[src/mode_ctrl_pkg.sv]
// Package for the fieldbus slave mode control block: register map,
// field positions, reset values, timing figures and carrier types.
// Assumes a 100 MHz system clock and an AXI4-Lite register bus.
package mode_ctrl_pkg;

    // Clock
    localparam int unsigned CLK_PERIOD_NS   = 10;

    // Register byte addresses (set and clear ports by index times four)
    localparam logic [7:0]  SET_PORT_INDEX  = 8'h08;
    localparam logic [7:0]  CLR_PORT_INDEX  = 8'h09;
    localparam logic [7:0]  ADDR_SET_PORT   = 8'h20;
    localparam logic [7:0]  ADDR_CLR_PORT   = 8'h24;
    localparam logic [7:0]  ADDR_CFG_WORD   = 8'h00;
    localparam logic [7:0]  ADDR_STATUS     = 8'h04;
    localparam logic [7:0]  ADDR_IRQ_STAT   = 8'h10;
    localparam logic [7:0]  ADDR_IRQ_MASK   = 8'h14;
    localparam logic [7:0]  ADDR_WD_PRESET  = 8'h18;

    // Configuration word field positions
    localparam int unsigned CFG_TICK_BASE   = 9;
    localparam int unsigned CFG_REL_BASE    = 10;
    localparam int unsigned CFG_WATCHDOG_TEST_SELECT     = 11;
    localparam int unsigned CFG_PRM_BUF     = 12;
    localparam int unsigned CFG_CLEAR_MODE  = 13;

    // Reset values
    localparam logic [15:0] CFG_RESET       = 16'h0000;
    localparam logic [15:0] WD_PRESET_RESET = 16'hffff;
    localparam logic [2:0]  IRQ_MASK_RESET  = 3'h0;

    // AXI responses
    localparam logic [1:0]  RESP_OKAY       = 2'h0;
    localparam logic [1:0]  RESP_SLVERR     = 2'h2;

    // Timing figures and derived cycle counts
    localparam int unsigned REL_SHORT_NS    = 1000;
    localparam int unsigned REL_LONG_US     = 1000;
    localparam int unsigned TICK_SHORT_US   = 1000;
    localparam int unsigned TICK_LONG_US    = 10000;
    localparam int unsigned TIMER_W         = 20;
    localparam int unsigned REL_SHORT_CYC   =
        (REL_SHORT_NS + CLK_PERIOD_NS - 1) / CLK_PERIOD_NS;
    localparam int unsigned REL_LONG_CYC    =
        (REL_LONG_US * 1000 + CLK_PERIOD_NS - 1) / CLK_PERIOD_NS;
    localparam int unsigned TICK_SHORT_CYC  =
        (TICK_SHORT_US * 1000) / CLK_PERIOD_NS;
    localparam int unsigned TICK_LONG_CYC   =
        (TICK_LONG_US * 1000) / CLK_PERIOD_NS;

    // Self-clearing and steady command bits of the control register
    typedef struct packed {
        logic app_watchdog_reload_cmd;   // bit 5
        logic swap_enable;               // bit 4
        logic force_prm_wait_cmd;        // bit 3
        logic go_offline_cmd;            // bit 2
        logic interrupt_end_cmd;         // bit 1
        logic leave_offline_cmd;         // bit 0
    } ctrl_bits_t;

    // Sticky interrupt events
    typedef struct packed {
        logic entered_offline;           // bit 2
        logic app_watchdog_expired;      // bit 1
        logic periodic_tick;             // bit 0
    } irq_bits_t;

    // Offline or passive idle
    typedef enum logic {
        ST_OFFLINE = 1'b0,
        ST_IDLE    = 1'b1
    } link_state_t;

endpackage

[src/cycle_timer.sv]
// Down counter that loads a cycle count and flags its last cycle.
// Runs on the block clock; load has priority over counting.
`timescale 1ns/1ns
module cycle_timer #(
    parameter int unsigned W = 20
) (
    // Clock and reset
    input  wire logic         ref_clk_i,
    input  wire logic         srst_i,
    // Control
    input  wire logic         load_i,
    input  wire logic [W-1:0] value_i,
    // Status
    output logic              busy_o,
    output logic              done_o
);

    logic [W-1:0] count;

    // Load or count toward zero
    always_ff @(posedge ref_clk_i) begin
        if (srst_i) begin
            count <= '0;
        end else if (load_i) begin
            count <= value_i;
        end else if (count != '0) begin
            count <= count - 1'b1;
        end
    end

    // Last cycle of a run, one pulse
    always_ff @(posedge ref_clk_i) begin
        if (srst_i) begin
            done_o <= 1'b0;
        end else begin
            done_o <= !load_i && (count == {{(W-1){1'b0}}, 1'b1});
        end
    end

    assign busy_o = (count != '0);

endmodule // cycle_timer

[src/mode_ctrl.sv]
// Mode control registers of a fieldbus slave controller behind AXI4-Lite.
// Assumes one 100 MHz clock and a synchronous active high reset; the
// request-busy and configuration-accept inputs come from same-clock logic.
// Functional notes
// RL1 - After end of interrupt, interrupt stays inactive 1 us or 1 ms.
// RL2 - Periodic tick interrupt every 1 ms, or every 10 ms if selected.
// RL3 - Host keeps watchdog test select at zero; writing one not allowed.
// RL4 - Parameter buffer bit routes parameter data to the special buffer.
// RL5 - Fail-safe clear bit zero means no special clear behaviour.
// RL6 - Host changes the configuration word only while offline.
// RL7 - Control register has set and clear ports, one bit each.
// RL8 - Leave offline: go passive idle, start timers, drop go offline.
// RL9 - End of interrupt drops interrupt output, bit clears itself.
// RL10 - Go offline finishes current request, goes offline, clears itself.
// RL11 - Force parameter wait sends state machine to await parameters.
// RL12 - Swap enable gates configuration buffer exchange on accept.
// RL13 - Watchdog reload loads the preset, then the bit clears itself.
// RL14 - Status bit zero reads offline as 0, passive idle as 1.
// RL15 - Writing zero at either port leaves the control bit unchanged.
// RL16 - Configuration word writes are ignored unless offline.
`timescale 1ns/1ns
module mode_ctrl #(
    parameter int unsigned REL_LONG  = mode_ctrl_pkg::REL_LONG_CYC,
    parameter int unsigned TICK_SHORT = mode_ctrl_pkg::TICK_SHORT_CYC,
    parameter int unsigned TICK_LONG = mode_ctrl_pkg::TICK_LONG_CYC
) (
    // Clock and reset
    input  wire logic        ref_clk_i,
    input  wire logic        srst_i,
    // AXI4-Lite write
    input  wire logic [7:0]  awaddr_i,
    input  wire logic        awvalid_i,
    output logic             awready_o,
    input  wire logic [31:0] wdata_i,
    input  wire logic [3:0]  wstrb_i,
    input  wire logic        wvalid_i,
    output logic             wready_o,
    output logic [1:0]       bresp_o,
    output logic             bvalid_o,
    input  wire logic        bready_i,
    // AXI4-Lite read
    input  wire logic [7:0]  araddr_i,
    input  wire logic        arvalid_i,
    output logic             arready_o,
    output logic [31:0]      rdata_o,
    output logic [1:0]       rresp_o,
    output logic             rvalid_o,
    input  wire logic        rready_i,
    // Slave engine
    input  wire logic        request_busy_i,
    input  wire logic        cfg_accept_i,
    output logic             bus_timers_start_o,
    output logic             prm_wait_req_o,
    output logic             cfg_swap_o,
    output logic             param_buffer_o,
    output logic             clear_mode_o,
    output logic             watchdog_test_select_o,
    // Interrupt
    output logic             irq_o
);
    import mode_ctrl_pkg::*;
    logic [7:0]         aw_addr;
    logic [31:0]        w_data;
    logic [3:0]         w_strb;
    logic [15:0]        cfg_word, wd_preset, wd_count;
    logic               wr_go, ar_go, leave_now, offline_now, rd_clr_irq;
    logic               tick_busy, tick_done, hold_busy;
    logic [TIMER_W-1:0] tick_value, hold_value;
    ctrl_bits_t         ctrl, set_bits, clr_bits, auto_clr;
    irq_bits_t          irq_stat, irq_mask, irq_event;
    link_state_t        state;
    // Byte-lane merge of the captured write into a half-word register
    function automatic logic [15:0] merge(input logic [15:0] old);
        return {w_strb[1] ? w_data[15:8] : old[15:8],
                w_strb[0] ? w_data[7:0] : old[7:0]};
    endfunction
    // Write channel capture, address and data in either order
    always_ff @(posedge ref_clk_i) begin
        if (srst_i) begin
            awready_o <= 1'b1;
            wready_o  <= 1'b1;
            aw_addr   <= 8'h00;
            w_data    <= 32'h0000_0000;
            w_strb    <= 4'h0;
        end else begin
            if (awvalid_i && awready_o) begin
                aw_addr   <= awaddr_i;
                awready_o <= 1'b0;
            end
            if (wvalid_i && wready_o) begin
                w_data   <= wdata_i;
                w_strb   <= wstrb_i;
                wready_o <= 1'b0;
            end
            if (bvalid_o && bready_i) begin
                awready_o <= 1'b1;
                wready_o  <= 1'b1;
            end
        end
    end
    assign wr_go = !awready_o && !wready_o && !bvalid_o;
    // Write response, error on unmapped or read-only address
    always_ff @(posedge ref_clk_i) begin
        if (srst_i) begin
            bvalid_o <= 1'b0;
            bresp_o  <= RESP_OKAY;
        end else if (wr_go) begin
            bvalid_o <= 1'b1;
            case (aw_addr)
                ADDR_CFG_WORD, ADDR_IRQ_MASK, ADDR_WD_PRESET,
                ADDR_SET_PORT, ADDR_CLR_PORT: bresp_o <= RESP_OKAY;
                default:                      bresp_o <= RESP_SLVERR;
            endcase
        end else if (bvalid_o && bready_i) begin
            bvalid_o <= 1'b0;
        end
    end

    // Configuration word, accepted only while offline
    always_ff @(posedge ref_clk_i) begin
        if (srst_i) begin
            cfg_word <= CFG_RESET;
        end else if (wr_go && aw_addr == ADDR_CFG_WORD
                     && state == ST_OFFLINE) begin // RL6 RL16
            cfg_word <= merge(cfg_word);
        end
    end
    // Mask and watchdog preset registers
    always_ff @(posedge ref_clk_i) begin
        if (srst_i) begin
            irq_mask  <= IRQ_MASK_RESET;
            wd_preset <= WD_PRESET_RESET;
        end else if (wr_go) begin
            if (aw_addr == ADDR_IRQ_MASK && w_strb[0]) begin
                irq_mask <= w_data[2:0];
            end
            if (aw_addr == ADDR_WD_PRESET) begin
                wd_preset <= merge(wd_preset);
            end
        end
    end

    // Ones written at the set and clear ports; zeros do nothing
    always_comb begin
        set_bits = '0;
        clr_bits = '0;
        if (wr_go && w_strb[0] && aw_addr == ADDR_SET_PORT) begin
            set_bits = w_data[5:0]; // RL7 RL15
        end
        if (wr_go && w_strb[0] && aw_addr == ADDR_CLR_PORT) begin
            clr_bits = w_data[5:0]; // RL7 RL15
        end
    end

    // Commands the device acts on this cycle and then drops
    assign leave_now   = ctrl.leave_offline_cmd && state == ST_OFFLINE;
    assign offline_now = ctrl.go_offline_cmd && !request_busy_i
                         && state == ST_IDLE; // RL10
    always_comb begin
        auto_clr = '0;
        auto_clr.interrupt_end_cmd       = ctrl.interrupt_end_cmd; // RL9
        auto_clr.force_prm_wait_cmd      = ctrl.force_prm_wait_cmd; // RL11
        auto_clr.app_watchdog_reload_cmd =
            ctrl.app_watchdog_reload_cmd; // RL13
        auto_clr.go_offline_cmd          = offline_now || leave_now; // RL8
        auto_clr.leave_offline_cmd       = offline_now;
    end
    // Control bits; a host set wins over a device clear
    always_ff @(posedge ref_clk_i) begin
        if (srst_i) begin
            ctrl <= '0;
        end else begin
            ctrl <= (ctrl & ~clr_bits & ~auto_clr) | set_bits;
        end
    end

    // Offline and passive idle state
    always_ff @(posedge ref_clk_i) begin
        if (srst_i) begin
            state <= ST_OFFLINE;
        end else if (leave_now) begin
            state <= ST_IDLE; // RL8
        end else if (offline_now) begin
            state <= ST_OFFLINE; // RL10
        end
    end

    // Command pulses toward the slave engine
    always_ff @(posedge ref_clk_i) begin
        if (srst_i) begin
            bus_timers_start_o <= 1'b0;
            prm_wait_req_o     <= 1'b0;
            cfg_swap_o         <= 1'b0;
        end else begin
            bus_timers_start_o <= leave_now; // RL8
            prm_wait_req_o     <= ctrl.force_prm_wait_cmd; // RL11
            cfg_swap_o         <= cfg_accept_i && ctrl.swap_enable; // RL12
        end
    end

    // Mode levels from the configuration word
    always_ff @(posedge ref_clk_i) begin
        if (srst_i) begin
            param_buffer_o         <= 1'b0;
            clear_mode_o           <= 1'b0;
            watchdog_test_select_o <= 1'b0;
        end else begin
            param_buffer_o         <= cfg_word[CFG_PRM_BUF]; // RL4
            clear_mode_o           <= cfg_word[CFG_CLEAR_MODE]; // RL5
            watchdog_test_select_o <= cfg_word[CFG_WATCHDOG_TEST_SELECT]; // RL3
        end
    end

    // Periodic tick, 1 ms or 10 ms
    assign tick_value = cfg_word[CFG_TICK_BASE]
                        ? TIMER_W'(TICK_LONG - 1)
                        : TIMER_W'(TICK_SHORT - 1); // RL2
    cycle_timer #(.W(TIMER_W)) u_tick (
        .ref_clk_i (ref_clk_i),
        .srst_i    (srst_i),
        .load_i    (!tick_busy),
        .value_i   (tick_value),
        .busy_o    (tick_busy),
        .done_o    (tick_done)
    );

    // Interrupt release hold time after end of interrupt
    assign hold_value = cfg_word[CFG_REL_BASE]
                        ? TIMER_W'(REL_LONG)
                        : TIMER_W'(REL_SHORT_CYC); // RL1
    cycle_timer #(.W(TIMER_W)) u_hold (
        .ref_clk_i (ref_clk_i),
        .srst_i    (srst_i),
        .load_i    (ctrl.interrupt_end_cmd),
        .value_i   (hold_value),
        .busy_o    (hold_busy),
        .done_o    ()
    );
    // Application watchdog, counts down on ticks while passive idle
    always_ff @(posedge ref_clk_i) begin
        if (srst_i) begin
            wd_count <= WD_PRESET_RESET;
        end else if (ctrl.app_watchdog_reload_cmd) begin
            wd_count <= wd_preset; // RL13
        end else if (tick_done && state == ST_IDLE && wd_count != 16'h0) begin
            wd_count <= wd_count - 16'h0001;
        end
    end

    // Events for the interrupt status
    always_comb begin
        irq_event = '0;
        irq_event.periodic_tick        = tick_done;
        irq_event.app_watchdog_expired = tick_done && state == ST_IDLE
            && wd_count == 16'h0001 && !ctrl.app_watchdog_reload_cmd;
        irq_event.entered_offline      = offline_now;
    end

    // Sticky status; a new event wins over the read clear
    assign rd_clr_irq = ar_go && araddr_i == ADDR_IRQ_STAT;
    always_ff @(posedge ref_clk_i) begin
        if (srst_i) begin
            irq_stat <= '0;
        end else begin
            irq_stat <= (rd_clr_irq ? irq_bits_t'(3'h0) : irq_stat)
                        | irq_event;
        end
    end

    // Level interrupt, forced low during the release hold
    always_ff @(posedge ref_clk_i) begin
        if (srst_i) begin
            irq_o <= 1'b0;
        end else begin
            irq_o <= |(irq_stat & irq_mask) && !hold_busy
                     && !ctrl.interrupt_end_cmd; // RL1 RL9
        end
    end

    // Read channel, one cycle answer
    assign ar_go = arvalid_i && arready_o;
    always_ff @(posedge ref_clk_i) begin
        if (srst_i) begin
            arready_o <= 1'b1;
            rvalid_o  <= 1'b0;
            rdata_o   <= 32'h0000_0000;
            rresp_o   <= RESP_OKAY;
        end else if (ar_go) begin
            arready_o <= 1'b0;
            rvalid_o  <= 1'b1;
            rresp_o   <= RESP_OKAY;
            case (araddr_i)
                ADDR_CFG_WORD:  rdata_o <= {16'h0000, cfg_word};
                ADDR_STATUS:    rdata_o <= {wd_count, 15'h0000,
                                            state}; // RL14
                ADDR_IRQ_STAT:  rdata_o <= {29'h0, irq_stat};
                ADDR_IRQ_MASK:  rdata_o <= {29'h0, irq_mask};
                ADDR_WD_PRESET: rdata_o <= {16'h0000, wd_preset};
                ADDR_SET_PORT,
                ADDR_CLR_PORT:  rdata_o <= {26'h0, ctrl};
                default: begin
                    rdata_o <= 32'h0000_0000;
                    rresp_o <= RESP_SLVERR;
                end
            endcase
        end else if (rvalid_o && rready_i) begin
            rvalid_o  <= 1'b0;
            arready_o <= 1'b1;
        end
    end
endmodule // mode_ctrl

[config.mk]
export PLATFORM = sky130hd
export DESIGN_NAME = mode_ctrl
export DESIGN_NICKNAME = d
export VERILOG_FILES = /design/src/mode_ctrl_pkg.sv /design/src/cycle_timer.sv /design/src/mode_ctrl.sv
export SDC_FILE = /design/constraint.sdc
export NUM_CORES = 1
export LEC_CHECK = 0
export BUFFER_PORTS_ARGS = -buffer_cell sky130_fd_sc_hd__buf_2
export CAP_MARGIN = 25
export CORE_MARGIN = 2
export CORE_UTILIZATION = 50
export DETAILED_ROUTE_END_ITERATION = 12
export PLACE_DENSITY = 0.71
export RECOVER_POWER = 50
export SLEW_MARGIN = 30
export SYNTH_ARGS = -nofsm -noshare
export SYNTH_HDL_FRONTEND = slang
export SYNTH_SLANG_ARGS = --single-unit
export TNS_END_PERCENT = 5
[constraint.sdc]
create_clock -name ref_clk_i -period 2.5 [get_ports ref_clk_i]
set_input_delay 0.125 -clock ref_clk_i [delete_from_list [all_inputs] [get_ports ref_clk_i]]
set_output_delay 0.125 -clock ref_clk_i [all_outputs]
set_load 0.03 [all_outputs]
==> out/summary.txt <==
status = finished clean
synthesis-to-layout area growth = 20.8%
number of buffers on the longest clock path = 2
count of vias placed by the detailed router = 6490
summed instance area of the synthesized netlist = 0.00746 sq mm
Die W = 126 um
Worst setup SP type = flip-flop
residual DRC count = 0
CP max stage delay = 570 ps
Peak Freq = 0.426 GHz
most numerous cell in the Yosys netlist = sky130_fd_sc_hd__dfxtp_1
share of Yosys cell area claimed by the top area cell type = 46.7%
Max H-tree Level = 4
fin nets = 1028
Die Footprint = 0.0159 sq mm
Detail Route Antenna Nets = 0
total of buffers placed on input and output ports = 88
met1 track utilization from global routing = 32.1%
met3 usage in global routing = 4.59%
number of buffers inserted by post-CTS setup repair = 0
MaxCap Viol Count = 0
Leak Pwr = 3.25 nW
global-route met2 utilization = 34.2%
cell at the slowest stage of the critical path = sky130_fd_sc_hd__a2111oi_0
Ys Warns = 0
detailed-route wire length per cell = 15.5 um
setup slack of the critical path after layout = 152 ps
y dimension of the die = 126 um
pre-CTS worst setup slack = 203 ps
Hold Crit Class = input port to flip-flop
initial core utilization = 51.3%
Detailed Routing Iterations Pass 1 = 6
vias per cell = 5.61
final global-route overflow total = 0
Post-Route Setup TNS = 0 ps
critical path fanouts, max = 10
number of global-route vias before repair = 5876
Worst EP arrival = 2640 ps
cells taking the most area after synthesis = sky130_fd_sc_hd__dfxtp_1 (47%), sky130_fd_sc_hd__nand2_1 (5.3%), sky130_fd_sc_hd__mux2i_1 (5.1%)
power density of the placed cells = 883 mW/mm^2
number of distinct library cell variants in the gate-level netlist after synthesis = 66
global routing usage summed across all routing layers = 22.6%
maximum ir drop on the vdd rail = 638 uV
Crit Path Category = flip-flop to flip-flop
period utilisation layout = 93.9%
CORE AREA = 0.0145 sq mm
final critical path time including I/O delays and setup = 2350 ps
Post-Synthesis Mean Instance Area = 8.84 sq um
Post-synth EDFFs = 0
clock latency on the worst-skew pair = 430 ps
detailed-route wire length = 17900 um
number of hold violations in the final report = 0
ratio of cells with drive above 1 in the final layout = 12.6%
total number of placement rows = 44
clk_skew = 9.47 ps
number of sinks driven by the clock tree = 174
capturing element type of the critical path = flip-flop
most heavily used metal layer in global routing = met2
routability-driven placement congestion ratio = 0.872
first-pass GRT wire length = 29400 um
fill cell count = 1333
largest net degree at the start of global routing = 54
cells along the critical path = inv_1 > ha_1 > nor4b_1 > and4_1 > nor2_1 > a2111oi_0 > a311oi_1
setup repair after global routing missed its margin = no
number of clock buffers inserted by TritonCTS = 17
clock edge transition at the registers on the reported setup and hold paths = 60 ps
Final Max Tran Viols = 0
Seq/Total Area, Yosys = 46.7%
top-level port count = 109
TritonCTS clock tree = yes
post-synthesis instance total = 843
HPWL Detailed = 12000 um
slew at the pin closest to its max-slew limit = 1100 ps
most used standard cells in the synthesized netlist = sky130_fd_sc_hd__dfxtp_1 (174), sky130_fd_sc_hd__nand2_1 (105), sky130_fd_sc_hd__nor2_1 (70)
post-synthesis sequential element count = 174
Post-synth top flop = sky130_fd_sc_hd__dfxtp_1
number of violations reported at the end of detailed-routing iteration 0 = 442
fraction of registers with async set/reset = 0%
number of endpoints failing setup at the final stage = 0
initial antenna violation count = 0
Crit path required time = 2790 ps
Worst slew margin = 26.7%
antenna fix cells = 0
Root Buffer Master = sky130_fd_sc_hd__clkbuf_16
largest area contributor in the netlist = sky130_fd_sc_hd__dfxtp_1
registers in the layout, summed over array words and instances, names as in the netlist, 2 cells and up:
name          cells
u_tick.count     20
irq_mask          3
irq_stat          3
w_strb            2
w_data           16
aw_addr           8
wd_count         16
u_hold.count     20
auto_clr          3
cfg_word         16
ctrl              3
rdata_o          32
wd_preset        16
power by group:
| group | internal, mW | switching, mW | total, mW |
|---|---|---|---|
| sequential | 3.02 | 0.229 | 3.25 |
| combinational | 0.830 | 1.06 | 1.89 |
| clock | 1.70 | 1.11 | 2.81 |
| total | 5.56 | 2.39 | 7.95 |
cells in the final DEF (no fill, tap or decap), types with 4 or more instances in the layout:
cell                            instances
sky130_fd_sc_hd__clkinv_4               4
sky130_fd_sc_hd__nor2_1                69
sky130_fd_sc_hd__inv_1                 12
sky130_fd_sc_hd__nor2b_1                9
sky130_fd_sc_hd__o21ai_0               38
sky130_fd_sc_hd__buf_4                 26
sky130_fd_sc_hd__bufinv_16              4
sky130_fd_sc_hd__a31oi_1                4
sky130_fd_sc_hd__nand3_1               21
sky130_fd_sc_hd__o41ai_1                4
sky130_fd_sc_hd__dfxtp_1              174
sky130_fd_sc_hd__or4_1                  8
sky130_fd_sc_hd__o211ai_1               5
sky130_fd_sc_hd__nor3b_1               19
sky130_fd_sc_hd__a211oi_1               7
sky130_fd_sc_hd__a22oi_1               27
sky130_fd_sc_hd__o21a_1                 4
sky130_fd_sc_hd__a222oi_1               5
sky130_fd_sc_hd__o31ai_1                4
sky130_fd_sc_hd__nor3_1                37
sky130_fd_sc_hd__nand2b_1               7
sky130_fd_sc_hd__ha_1                   8
sky130_fd_sc_hd__xnor2_1               17
sky130_fd_sc_hd__nor4b_1                7
sky130_fd_sc_hd__dlygate4sd3_1         31
sky130_fd_sc_hd__nand4_1                6
sky130_fd_sc_hd__mux2i_1               38
sky130_fd_sc_hd__nor4_1                16
sky130_fd_sc_hd__buf_2                 41
sky130_fd_sc_hd__a21oi_1               58
sky130_fd_sc_hd__nand2_1              105
sky130_fd_sc_hd__clkbuf_1              50
sky130_fd_sc_hd__or3_1                 12
sky130_fd_sc_hd__and2_1                 5
sky130_fd_sc_hd__xor2_1                12
sky130_fd_sc_hd__clkbuf_16             17
cells by family after synthesis:
logic type,after synthesis,synth area share (%)
and+or+nand+nor,353,25.0
buffers and inverters,65,3.49
muxes,39,5.25
DFF,174,46.7
adders and majority gates,8,1.34
xor gates and xnor gates,29,3.41
AOI/OAI and AO/OA,174,14.7
other,1,0.0503
critical path: cells and delay by family (launching register included):
family                   cells  cell delay, ps
flip-flops                   1             350
AND/OR/NAND/NOR              3             820
buffers and inverters        1             130
AO/OA/AOI/OAI                2             690
adder cells (fa/ha/maj)      1             200
per-layer routing:
metal	part of all wire [%]	up-vias	wire, um
met5	0	-	0
met4	2.2	0	401
met3	4.6	28	825
met2	44	176	7920
met1	49	3032	8730
li1	-	3254	-
final timing paths:
kind              depth (start not counted)                      from                       end  slack, ps
setup / recovery                          7  wd_count[1]$_SDFFE_PP1P_  wd_count[2]$_SDFFE_PP1P_        150
hold / removal                            2                 awvalid_i    awready_o$_SDFFE_PP1P_         10
setup reg to reg                          7  wd_count[1]$_SDFFE_PP1P_  wd_count[2]$_SDFFE_PP1P_        150
hold reg to reg                           2   rdata_o[5]$_SDFFE_PP0P_   rdata_o[5]$_SDFFE_PP0P_        450
stage by stage:
stage | instance area [sq um] | util [%] | hold slack, ps | instances | power [mW]
after CTS | 9080 | 62.5 | 3.78 | 1156 | 7.98
final | 9010 | 62.0 | 9.91 | 1156 | 7.95
after floorplan | 7460 | - | 225 | 844 | 4.71
after global routing | 9010 | 62.0 | 18.3 | 1156 | 8.39
after detailed placement | 8140 | 56.0 | 345 | 1093 | 5.13
after global placement | 8140 | 56.0 | 340 | 1093 | 5.11
what timing repair did:
action,4_1_cts,5_1_grt
resized for setup,0,0
hold buffers,31,0
endpoints found under the hold margin,31,0
layout make-up:
type,instances,area (sq um),area share (%)
multi-input cells,605,3710,41.2
flip-flops and latches,174,3480,38.7
repair buffers,148,900,9.99
clock buffers,19,443,4.92
well taps,184,230,2.56
clock inverters,13,189,2.10
inverters,13,48.8,0.542
Power figures use the tool's default switching activity.
